$ cat config.mk
export PLATFORM = sky130hd
export DESIGN_NAME = dha_handshake
export DESIGN_NICKNAME = d
export VERILOG_FILES = /design/src/dha_pkg.sv /design/src/dha_sync2.sv /design/src/dha_pulse_gen.sv /design/src/dha_handshake.sv
export VERILOG_INCLUDE_DIRS = /design/src
export SDC_FILE = /design/constraint.sdc
export NUM_CORES = 1
export LEC_CHECK = 0
export BUFFER_PORTS_ARGS = -buffer_cell sky130_fd_sc_hd__clkbuf_2
export CAP_MARGIN = 10
export CORE_ASPECT_RATIO = 0.75
export CORE_MARGIN = 5
export CORE_UTILIZATION = 48
export CTS_CLUSTER_SIZE = 12
export DETAILED_ROUTE_END_ITERATION = 10
export PLACE_DENSITY = 0.84
export RECOVER_POWER = 25
export SLEW_MARGIN = 20
export SYNTH_ARGS = -nofsm -noshare
export SYNTH_HDL_FRONTEND = slang
export SYNTH_SLANG_ARGS = --single-unit
$ cat constraint.sdc
create_clock -name ref_clk -period 1.7 [get_ports ref_clk]
set_input_delay 0.255 -clock ref_clk [delete_from_list [all_inputs] [get_ports ref_clk]]
set_output_delay 0.255 -clock ref_clk [all_outputs]
set_load 0.1 [all_outputs]
$ cat src/dha_consts.svh
// Purpose: Shared constants of the debug handshake acknowledge block.
// Assumes: One bus clock at the rate given below.
// Notes: Counts are in bus clock cycles unless a name says otherwise.
`ifndef DHA_CONSTS_SVH
`define DHA_CONSTS_SVH

// Bus clock rate in MHz.
`define DHA_CLK_MHZ 100
// Width of the acknowledge pulse counter.
`define DHA_ACK_CNT_W 5
// Length of the low acknowledge pulse on the pin, in bus clock cycles.
`define DHA_ACK_PULSE_CYC 5'h10
// Reset value of the handshake enable flag.
`define DHA_ACK_EN_RST 1'h0
// Idle counter value of the pulse generator.
`define DHA_CNT_ZERO 5'h00
// Value that the pin output carries whenever it is enabled.
`define DHA_PIN_LOW 1'h0

`endif

$ cat src/dha_pkg.sv
// Purpose: Types of the debug handshake acknowledge block.
// Assumes: The command decoder of the debug halt interface runs on the same clock.
// Notes: Command codes are the decoder's internal encoding.
`include "dha_consts.svh"

package dha_pkg;

  // Decoded command classes seen by the handshake logic.
  typedef enum logic [3:0] {
    DHA_CMD_NONE        = 4'b0000,
    DHA_CMD_ACK_ENABLE  = 4'b0001,
    DHA_CMD_ACK_DISABLE = 4'b0010,
    DHA_CMD_READ        = 4'b0011,
    DHA_CMD_WRITE       = 4'b0100,
    DHA_CMD_HALT_REQ    = 4'b0101,
    DHA_CMD_RESUME      = 4'b0110,
    DHA_CMD_RESUME_UNTIL = 4'b0111,
    DHA_CMD_SINGLE_STEP = 4'b1000,
    DHA_CMD_RESUME_TAG  = 4'b1001,
    DHA_CMD_TIMING_PROBE = 4'b1010
  } dha_cmd_t;

  // Handshake sequencer states.
  typedef enum logic [2:0] {
    DHA_S_IDLE       = 3'b000,
    DHA_S_WAIT_BUS   = 3'b001,
    DHA_S_WAIT_ENTER = 3'b010,
    DHA_S_WAIT_EXIT  = 3'b011,
    DHA_S_SEND       = 3'b100,
    DHA_S_PULSE      = 3'b101
  } dha_state_t;

  // One decoded command from the serial decoder.
  typedef struct packed {
    logic valid;
    dha_cmd_t code;
  } dha_cmd_req_t;

  // Progress of the internal bus access belonging to a command.
  typedef struct packed {
    logic bus_done;
    logic wr_data_done;
  } dha_bus_stat_t;

endpackage

$ cat src/dha_sync2.sv
// Purpose: Two flip-flop synchroniser for one level from the pin.
// Assumes: The input may change at any time relative to ref_clk.
// Notes: The first stage is read only by the second stage.
`timescale 1ns/1ps

module dha_sync2 (
  // Clock and reset.
  input wire logic ref_clk,
  input wire logic sys_rst,
  // Level in and synchronised level out.
  input wire logic async_in,
  output logic sync_out
);

  logic meta;

  // The line idles high, so both stages reset high.
  always_ff @(posedge ref_clk) begin
    if (sys_rst) begin
      meta <= 1'h1;
      sync_out <= 1'h1;
    end else begin
      meta <= async_in;
      sync_out <= meta;
    end
  end

endmodule

$ cat src/dha_pulse_gen.sv
// Purpose: Drives one low acknowledge pulse of fixed length on the open-drain pin.
// Assumes: start is a one-cycle pulse from logic on ref_clk.
// Notes: A start while a pulse runs is ignored; the line is only ever pulled low.
`timescale 1ns/1ps
`include "dha_consts.svh"

module dha_pulse_gen (
  // Clock and reset.
  input wire logic ref_clk,
  input wire logic sys_rst,
  // Pulse request and status.
  input wire logic start,
  output logic busy,
  // Open-drain pin drive.
  output logic pin_out,
  output logic pin_oe_n
);

  logic [`DHA_ACK_CNT_W-1:0] cnt;
  logic [`DHA_ACK_CNT_W-1:0] next_cnt;

  // Count the pulse down; the pin is enabled exactly while the count runs.
  always_comb begin
    next_cnt = cnt;
    if (cnt != `DHA_CNT_ZERO) begin
      next_cnt = cnt - 5'h01;
    end else if (start) begin
      next_cnt = `DHA_ACK_PULSE_CYC;
    end
  end

  always_ff @(posedge ref_clk) begin
    if (sys_rst) begin
      cnt <= `DHA_CNT_ZERO;
      pin_oe_n <= 1'h1;
    end else begin
      cnt <= next_cnt;
      pin_oe_n <= (next_cnt == `DHA_CNT_ZERO);
    end
  end

  // Open drain: the data value is always low, only the enable moves.
  assign pin_out = `DHA_PIN_LOW;
  assign busy = (cnt != `DHA_CNT_ZERO);

  a_pulse_len: assert property (@(posedge ref_clk) disable iff (sys_rst)
    (start && !busy) |=> (!pin_oe_n) [*8])
    else $error("Acknowledge pulse ended too early.");

endmodule

$ cat src/dha_handshake.sv
// Purpose: Acknowledge handshake sequencer of the single-wire debug halt interface.
// Assumes: Commands, bus status and CPU halted state come from logic on ref_clk;
//   the single_wire_debug_pin arrives asynchronously and is synchronised here.
// Notes: The pin is open drain; this block only ever pulls it low for the pulse.
//
// Notes on behaviour
// - With handshake on, pulse the pin once the CPU has carried out a command.
// - The enable command turns handshake on and is itself acknowledged.
// - Reset leaves the handshake off; no pulses until the host enables it.
// - Read commands acknowledge only after the bus cycle ends and data is ready.
// - Write commands acknowledge after all data arrived and the bus write ended.
// - Halt request acknowledges when the CPU enters the halted debug state.
// - Resume acknowledges when the CPU leaves the halted debug state.
// - Resume-until-halt resumes but acknowledges on the next halt entry.
// - Any halt entry raises that acknowledge, breakpoint or halt instruction alike.
// - Single step acknowledges when the CPU halts again after one instruction.
// - Resume with tagging never produces an acknowledge pulse.
// - The timing-probe command cancels a pending CPU-state acknowledge.
`timescale 1ns/1ps
`include "dha_consts.svh"

module dha_handshake (
  // Clock and reset.
  input wire logic ref_clk,
  input wire logic sys_rst,
  // Decoded commands from the serial decoder.
  input wire dha_pkg::dha_cmd_req_t cmd_in,
  output logic cmd_ready,
  // Internal bus access progress and CPU state.
  input wire dha_pkg::dha_bus_stat_t bus_st,
  input wire logic cpu_halted,
  // Open-drain single_wire_debug_pin.
  input wire logic pin_in,
  output logic pin_out,
  output logic pin_oe_n,
  // Status towards the rest of the debug halt interface.
  output logic ack_enabled,
  output logic ack_busy
);

  import dha_pkg::*;

  dha_state_t state;
  dha_state_t next_state;
  logic ack_en;
  logic next_ack_en;
  logic data_seen;
  logic next_data_seen;
  logic is_write;
  logic next_is_write;
  logic halted_q;
  logic line_high;
  logic pulse_start;
  logic pulse_busy;
  logic waiting_cpu;
  logic probe_hit;
  logic accept;
  logic halt_entry;
  logic halt_exit;

  // The pin level is only used to wait for a released line before pulling it low.
  dha_sync2 u_pin_sync (
    .ref_clk(ref_clk),
    .sys_rst(sys_rst),
    .async_in(pin_in),
    .sync_out(line_high)
  );

  // Pulse generator owns the pin drive so the pulse length is fixed in one place.
  dha_pulse_gen u_pulse (
    .ref_clk(ref_clk),
    .sys_rst(sys_rst),
    .start(pulse_start),
    .busy(pulse_busy),
    .pin_out(pin_out),
    .pin_oe_n(pin_oe_n)
  );

  // Edges of the CPU halted state; the CPU signal is on our clock, so no synchroniser.
  assign halt_entry = cpu_halted && !halted_q;
  assign halt_exit = !cpu_halted && halted_q;

  // While an acknowledge waits on the CPU only the timing probe is taken, which
  // keeps the host from stacking a second acknowledge behind a pending one.
  assign waiting_cpu = (state == DHA_S_WAIT_ENTER) || (state == DHA_S_WAIT_EXIT);
  assign probe_hit = cmd_in.valid && waiting_cpu && (cmd_in.code == DHA_CMD_TIMING_PROBE);
  assign cmd_ready = (state == DHA_S_IDLE) ||
                     (waiting_cpu && (cmd_in.code == DHA_CMD_TIMING_PROBE));
  assign accept = cmd_in.valid && (state == DHA_S_IDLE);
  assign pulse_start = (state == DHA_S_SEND) && line_high;

  // Next-state logic of the sequencer and its side flags.
  always_comb begin
    next_state = state;
    next_ack_en = ack_en;
    next_data_seen = data_seen;
    next_is_write = is_write;
    case (state)
      DHA_S_IDLE: begin
        next_data_seen = 1'h0;
        next_is_write = 1'h0;
        if (accept) begin
          case (cmd_in.code)
            DHA_CMD_ACK_ENABLE: begin
              next_ack_en = 1'h1;
              next_state = DHA_S_SEND;
            end
            DHA_CMD_ACK_DISABLE: begin
              next_ack_en = 1'h0;
            end
            DHA_CMD_READ: begin
              if (ack_en) begin
                next_state = DHA_S_WAIT_BUS;
              end
            end
            DHA_CMD_WRITE: begin
              if (ack_en) begin
                next_is_write = 1'h1;
                next_data_seen = bus_st.wr_data_done;
                next_state = DHA_S_WAIT_BUS;
              end
            end
            DHA_CMD_HALT_REQ, DHA_CMD_RESUME_UNTIL, DHA_CMD_SINGLE_STEP: begin
              if (ack_en) begin
                next_state = DHA_S_WAIT_ENTER;
              end
            end
            DHA_CMD_RESUME: begin
              if (ack_en) begin
                next_state = DHA_S_WAIT_EXIT;
              end
            end
            DHA_CMD_RESUME_TAG: begin
              next_state = DHA_S_IDLE;
            end
            default: begin
              next_state = DHA_S_IDLE;
            end
          endcase
        end
      end
      DHA_S_WAIT_BUS: begin
        // A write needs both its data over the pin and the bus cycle behind it.
        if (bus_st.wr_data_done) begin
          next_data_seen = 1'h1;
        end
        if (bus_st.bus_done && (!is_write || data_seen || bus_st.wr_data_done)) begin
          next_state = DHA_S_SEND;
        end
      end
      DHA_S_WAIT_ENTER: begin
        // Any halt entry counts, whatever caused it, for all three commands.
        if (probe_hit) begin
          next_state = DHA_S_IDLE;
        end else if (halt_entry) begin
          next_state = DHA_S_SEND;
        end
      end
      DHA_S_WAIT_EXIT: begin
        if (probe_hit) begin
          next_state = DHA_S_IDLE;
        end else if (halt_exit) begin
          next_state = DHA_S_SEND;
        end
      end
      DHA_S_SEND: begin
        // Hold off while something else still pulls the line low.
        if (line_high) begin
          next_state = DHA_S_PULSE;
        end
      end
      DHA_S_PULSE: begin
        if (!pulse_start && !pulse_busy) begin
          next_state = DHA_S_IDLE;
        end
      end
      default: begin
        next_state = DHA_S_IDLE;
      end
    endcase
  end

  // Register the sequencer; reset leaves the handshake off.
  always_ff @(posedge ref_clk) begin
    if (sys_rst) begin
      state <= DHA_S_IDLE;
      ack_en <= `DHA_ACK_EN_RST;
      data_seen <= 1'h0;
      is_write <= 1'h0;
      halted_q <= 1'h0;
    end else begin
      state <= next_state;
      ack_en <= next_ack_en;
      data_seen <= next_data_seen;
      is_write <= next_is_write;
      halted_q <= cpu_halted;
    end
  end

  // Status outputs: ack_enabled comes straight from its register, ack_busy is decoded from the state register.
  assign ack_enabled = ack_en;
  assign ack_busy = (state != DHA_S_IDLE);

  a_reset_off: assert property (@(posedge ref_clk)
    sys_rst |=> !ack_enabled)
    else $error("Handshake not off after reset.");

  a_enable_acked: assert property (@(posedge ref_clk) disable iff (sys_rst)
    (accept && cmd_in.code == DHA_CMD_ACK_ENABLE) |=> ack_en ##[0:3] !pin_oe_n)
    else $error("Enable command not acknowledged.");

  a_off_silent: assert property (@(posedge ref_clk) disable iff (sys_rst)
    (state == DHA_S_IDLE && !ack_en && !(accept && cmd_in.code == DHA_CMD_ACK_ENABLE))
    |=> state != DHA_S_SEND)
    else $error("Acknowledge started with handshake off.");

  a_read_waits: assert property (@(posedge ref_clk) disable iff (sys_rst)
    (state == DHA_S_WAIT_BUS && !bus_st.bus_done) |=> state == DHA_S_WAIT_BUS)
    else $error("Acknowledge before bus cycle end.");

  a_write_waits: assert property (@(posedge ref_clk) disable iff (sys_rst)
    (state == DHA_S_WAIT_BUS && is_write && !data_seen && !bus_st.wr_data_done)
    |=> state == DHA_S_WAIT_BUS)
    else $error("Write acknowledged before its data arrived.");

  a_entry_acked: assert property (@(posedge ref_clk) disable iff (sys_rst)
    (state == DHA_S_WAIT_ENTER && halt_entry && !probe_hit) |=> state == DHA_S_SEND)
    else $error("Halt entry did not raise the acknowledge.");

  a_exit_acked: assert property (@(posedge ref_clk) disable iff (sys_rst)
    (state == DHA_S_WAIT_EXIT && halt_exit && !probe_hit) |=> state == DHA_S_SEND)
    else $error("Halt exit did not raise the acknowledge.");

  a_tag_silent: assert property (@(posedge ref_clk) disable iff (sys_rst)
    (accept && cmd_in.code == DHA_CMD_RESUME_TAG) |=> (state == DHA_S_IDLE && pin_oe_n))
    else $error("Tagging resume produced an acknowledge.");

  // A new command may follow right after the cancel, so only the next cycle is checked.
  a_probe_cancel: assert property (@(posedge ref_clk) disable iff (sys_rst)
    probe_hit |=> (state == DHA_S_IDLE && pin_oe_n))
    else $error("Timing probe did not cancel the acknowledge.");

  a_until_waits: assert property (@(posedge ref_clk) disable iff (sys_rst)
    (accept && ack_en && cmd_in.code == DHA_CMD_RESUME_UNTIL)
    |=> (state == DHA_S_WAIT_ENTER && pin_oe_n))
    else $error("Resume-until-halt acknowledged before halt.");

  a_halt_wait: assert property (@(posedge ref_clk) disable iff (sys_rst)
    (state == DHA_S_WAIT_ENTER && !halt_entry && !probe_hit) |=> state == DHA_S_WAIT_ENTER)
    else $error("Halt request acknowledged without halt entry.");

  // Reset and enable handling.
  a_reset_idle: assert property (@(posedge ref_clk)
    sys_rst |=> (state == DHA_S_IDLE && pin_oe_n))
    else $error("Sequencer not idle with pin released after reset.");

  a_enable_sets: assert property (@(posedge ref_clk) disable iff (sys_rst)
    (accept && cmd_in.code == DHA_CMD_ACK_ENABLE) |=> (ack_en && state == DHA_S_SEND))
    else $error("Enable command did not turn the handshake on.");

  a_disable_quiet: assert property (@(posedge ref_clk) disable iff (sys_rst)
    (accept && cmd_in.code == DHA_CMD_ACK_DISABLE) |=> (!ack_en && state == DHA_S_IDLE))
    else $error("Disable command did not turn the handshake off quietly.");

  a_off_no_wait: assert property (@(posedge ref_clk) disable iff (sys_rst)
    (accept && !ack_en && cmd_in.code != DHA_CMD_ACK_ENABLE) |=> state == DHA_S_IDLE)
    else $error("Command waited for completion with handshake off.");

  // Idle and busy behaviour of the command port and the pin.
  a_idle_released: assert property (@(posedge ref_clk) disable iff (sys_rst)
    (state == DHA_S_IDLE) |-> pin_oe_n)
    else $error("Pin pulled low while the sequencer is idle.");

  a_idle_ready: assert property (@(posedge ref_clk) disable iff (sys_rst)
    (state == DHA_S_IDLE) |-> cmd_ready)
    else $error("Command port not ready while idle.");

  a_busy_refuse: assert property (@(posedge ref_clk) disable iff (sys_rst)
    (state != DHA_S_IDLE && !waiting_cpu) |-> !cmd_ready)
    else $error("Command port ready during a bus wait or a pulse.");

  a_send_pulses: assert property (@(posedge ref_clk) disable iff (sys_rst)
    (state == DHA_S_SEND && line_high) |=> (state == DHA_S_PULSE && !pin_oe_n))
    else $error("Released line did not start the acknowledge pulse.");

  // Completion of bus accesses and CPU state changes, and the enable kept over a tagging resume.
  a_read_acked: assert property (@(posedge ref_clk) disable iff (sys_rst)
    (state == DHA_S_WAIT_BUS && !is_write && bus_st.bus_done) |=> state == DHA_S_SEND)
    else $error("Read bus end did not raise the acknowledge.");

  a_write_acked: assert property (@(posedge ref_clk) disable iff (sys_rst)
    (state == DHA_S_WAIT_BUS && is_write && bus_st.bus_done &&
     (data_seen || bus_st.wr_data_done)) |=> state == DHA_S_SEND)
    else $error("Completed write did not raise the acknowledge.");

  a_exit_waits: assert property (@(posedge ref_clk) disable iff (sys_rst)
    (state == DHA_S_WAIT_EXIT && !halt_exit && !probe_hit) |=> state == DHA_S_WAIT_EXIT)
    else $error("Resume acknowledged without halt exit.");

  a_tag_keeps_en: assert property (@(posedge ref_clk) disable iff (sys_rst)
    (accept && cmd_in.code == DHA_CMD_RESUME_TAG) |=> (ack_en == $past(ack_en)))
    else $error("Tagging resume changed the handshake enable.");

endmodule

==> results.md <==
- Setup violations remaining at the end of the flow were counted as 1.
- The worst hold margin is 137.7 ps.
- The achievable frequency is 0.5797 GHz.
- Pin placement for this block handled 16 I/O pins.
- The mux contribution to synthesized area is 3.388%.
- The final layout contains routed wiring with a total length of 2573 um.
- The worst pin sits at a relative slew slack of 64.10%.
- The post-route DRC violation count is 0.
- The overall fraction of global-route tracks in use is 19.09%.
- The number of antenna violations at the first check in global routing is 0.
- The initialized floorplan defines 13 standard-cell rows.
- Once routing completed, OpenROAD measured the worst setup slack at -25.06 ps.
- Entering global routing, the biggest net connects 19 pins.
- The final reports fail on setup timing.
- The endpoint class of the critical path is a register.
- A synthesized cell averages 8.394 sq um.
- The launching element type of the critical path is a register.
- The area growth from synthesis to final layout is 29.54%.
- TritonCTS built the clock tree.
- Clock tree synthesis found a total of 15 sinks.
- The number of levels the H-tree was split into is 1.
- The worst setup path category is reg2reg.
- The sequential cells in the finished layout cover a total of 305.3 sq um.
- Counting I/O delays and the setup requirement, the final critical path takes 1725 ps.
- The synthesized design contains 15 register bits.
- The share of the clock period used by the worst path after layout is 101.5%.
- The number of DRC markers after the initial detailed-route iteration is 37.
- The number of pins exceeding their max-slew limit in the final report came to 0.
- STA puts the critical path data arrival time at 1930 ps.
- Across the run, the number of max-cap violations was 0.
- The cell area reported after detailed placement is 1089 sq um.
- The tree is rooted in a sky130_fd_sc_hd__clkbuf_4.
- The count of endpoints failing hold in the final timing report came to 0.
- At the pin with the least slew margin, the transition time is 540.9 ps.
- The fraction of layout instances using a drive strength above 1 is 42.22%.
- The first-pass GRT wire length is 4008 um.
- At the placement stage, the worst setup path has a slack of -23.26 ps.
- The die boundary width is 60.65 um.
- The clock latency reported for the late side of the worst-skew pair is 290 ps.
- Summing the areas of all compound-gate instances in the mapped netlist gives 22.22% of the synthesized area.
- Across the routed clock network, the largest skew measured is 3.833 ps.
- STA puts the critical path data required time at 1900 ps.
- The die covers 2910 sq um.
- The library cells used most frequently in the layout, excluding fill and tap cells, are sky130_fd_sc_hd__nor2_1 (16), sky130_fd_sc_hd__buf_4 (14), sky130_fd_sc_hd__clkbuf_2 (12).
- The number of antenna-violating nets in the routed design is 0.
- The power density over cell area is 1563 nW/um^2.
- The synthesized netlist devotes 2.710% of its cell area to adder and majority cells.
- Summing the areas of all and, or, nand and nor instances in the mapped netlist gives 30.89% of the synthesized area.
- Including well taps, the total number of placed cells is 145.
- After clock tree synthesis, the clock-pin slew on the worst setup and hold paths is 90 ps.
- Setup repair after global routing could not meet its margin everywhere.
- In this run the worst hold path is classified as in2reg.
- After routing the design area is 1196 sq um.
- The cell count after synthesis is 110.
- The number of iterations in the first detailed-routing pass is 4.
- The total of fill cells in the finished design is 145.
- The distinct cell type count after synthesis is 41.
- The placeable core region is 1773 sq um.
- Summed over all cells, the static leakage comes to 0.0004924 uW.
- When the netlist entered floorplanning its net count stood at 123.
- After detailed routing, the average wire length per cell comes to 16.39 um.
- The via count of the first global-routing pass is 894.
- The number of buffers created by CTS is 3.
- The number of vias after detailed routing is 930.
- The run finished, with violations left.
- The antenna cell count is 0.
- IR analysis of the VDD net gives a maximum drop of 898.1 uV.
- The maximum clock insertion buffer count is 2.
- The highest net fanout along the worst path is 3.
- The combinational family with the most area after synthesis is simple AND/OR/NAND/NOR gates.
- The combined area of the multi-input logic cells is 608.1 sq um.
- The initial cell density of the core is 52.08%.
- The count of buffers added on input and output ports is 14.
- Routability-driven placement finished with a final weighted congestion of 0.8911.
- In this run the cell area of the synthesized design comes to 923.4 sq um.
- Leaving out fill and tap cells, the most frequent cell in the layout is sky130_fd_sc_hd__nor2_1.
- The die extent in y is 47.99 um.
- Once layout is complete, the utilization of the core stands at 67.47%.
- The area share of xor/xnor cells in the synthesized design is 1.897%.
- The count of placed standard cells in the final layout, fillers left out is 157.
- For this run, the post-layout net count is 149.
- The total overflow left after global routing is 0.
- The HPWL reported at the end of detailed placement is 1778 um.
- In the routed layout, each cell is associated on average with a via count of 5.924.
- The Yosys step of the flow raised 0 warnings.
- Sequential cells were found to cover 32.52% of the synthesized design area.
## routing by layer
| metal | part of all wire (%) | vias up | GRT usage (%) |
|---|---|---|---|
| met4 | 2.5 | 0 | 8.658 |
| met1 | 40 | 433 | 22.63 |
| met2 | 49 | 47 | 32.41 |
| met3 | 7.8 | 11 | 5.660 |
| met5 | 0 | - | 0 |
| li1 | - | 439 | - |
## path summary, 6_finish.rpt
check | start | endpoint | slack (ps) | cells past startpoint
min | pin_in | u_pin_sync.meta | 140 | 2
max reg2reg | u_pulse.cnt[1] | state[2] | -30 | 7
min reg2reg | u_pin_sync.meta | u_pin_sync.sync_out | 420 | 1
max | u_pulse.cnt[1] | state[2] | -30 | 7
## what timing repair did
item                                    in CTS  in global routing
endpoints found under the setup margin       2                  4
hold buffers                                 0                  0
pin swaps                                    4                  4
setup buffers                                3                  5
gates resized for setup                      3                  5
## where the power goes
| group | leakage (uW) | internal [uW] | switching [uW] | total (uW) |
|---|---|---|---|---|
| clock | 0.0000177 | 87.8 | 121 | 208 |
| combinational | 0.000350 | 505 | 658 | 1160 |
| sequential | 0.000125 | 426 | 72.7 | 499 |
## logic make-up after synthesis
| kind of cell | count (synthesis) |
|---|---|
| flip-flops | 15 |
| XOR/XNOR | 2 |
| other | 1 |
| buffers and inverters | 13 |
| multiplexers | 3 |
| AND/OR/NAND/NOR | 48 |
| adder cells (fa/ha/maj) | 2 |
| AO/OA/AOI/OAI | 26 |
## flip-flops by register name (all words and copies together) (netlist names)
register,flops
data_seen,1
u_pulse.pin_oe_n,1
u_pin_sync.sync_out,1
ack_enabled,1
u_pulse.cnt,5
is_write,1
state,3
u_pin_sync.meta,1
halted_q,1
## cell usage after synthesis, drive strengths merged
cell,number,area (sq um)
a2111oi,1,15.01
a211o,2,18.77
a21oi,6,30.03
a311oi,1,8.760
a31o,2,17.52
a31oi,1,21.27
a32oi,1,8.760
a41o,2,21.27
and2,2,13.77
and3b,1,8.760
buf,3,17.52
clkbuf,4,15.01
conb,1,3.750
dfxtp,15,300.3
ha,2,25.02
inv,6,22.52
mux2,1,11.26
mux2i,2,20.02
nand2,3,11.26
nand2b,2,12.51
nand3,5,37.54
nand3b,1,7.510
nand4,2,12.51
nor2,16,60.06
nor2b,5,31.28
nor3,4,25.02
nor3b,1,7.510
nor4b,2,32.53
o21ai,8,40.04
o31ai,1,7.510
o41ai,1,16.27
or2,3,18.77
or3,1,6.260
xnor2,2,17.52
## critical path, cell delays in order, from the launching register on
cell and delay, ps:
sky130_fd_sc_hd__dfxtp_2 340, sky130_fd_sc_hd__inv_2 80, sky130_fd_sc_hd__ha_4 140, sky130_fd_sc_hd__nor4b_4 270, sky130_fd_sc_hd__a2111oi_4 140, sky130_fd_sc_hd__a31oi_4 210, sky130_fd_sc_hd__nand3_4 110, sky130_fd_sc_hd__o41ai_2 340
## per-stage QoR
step           total power, uW  setup TNS, ps
2_1_floorplan             1190              0
3_3_place_gp              1405              0
3_5_place_dp              1445         -23.26
4_1_cts                   1722              0
5_1_grt                   1963         -167.5
6_report                  1870         -25.06
## cell type report
| class | count | share of cell area (%) |
|---|---|---|
| multi-input cells | 82 | 50.84 |
| flip-flops and latches | 15 | 25.52 |
| inverters | 6 | 1.883 |
| repair buffers | 28 | 17.15 |
| clock buffers | 3 | 1.883 |
| well taps | 22 | 2.301 |
| clock inverters | 1 | 0.4184 |
No activity file was read; power rests on OpenSTA's default activity.
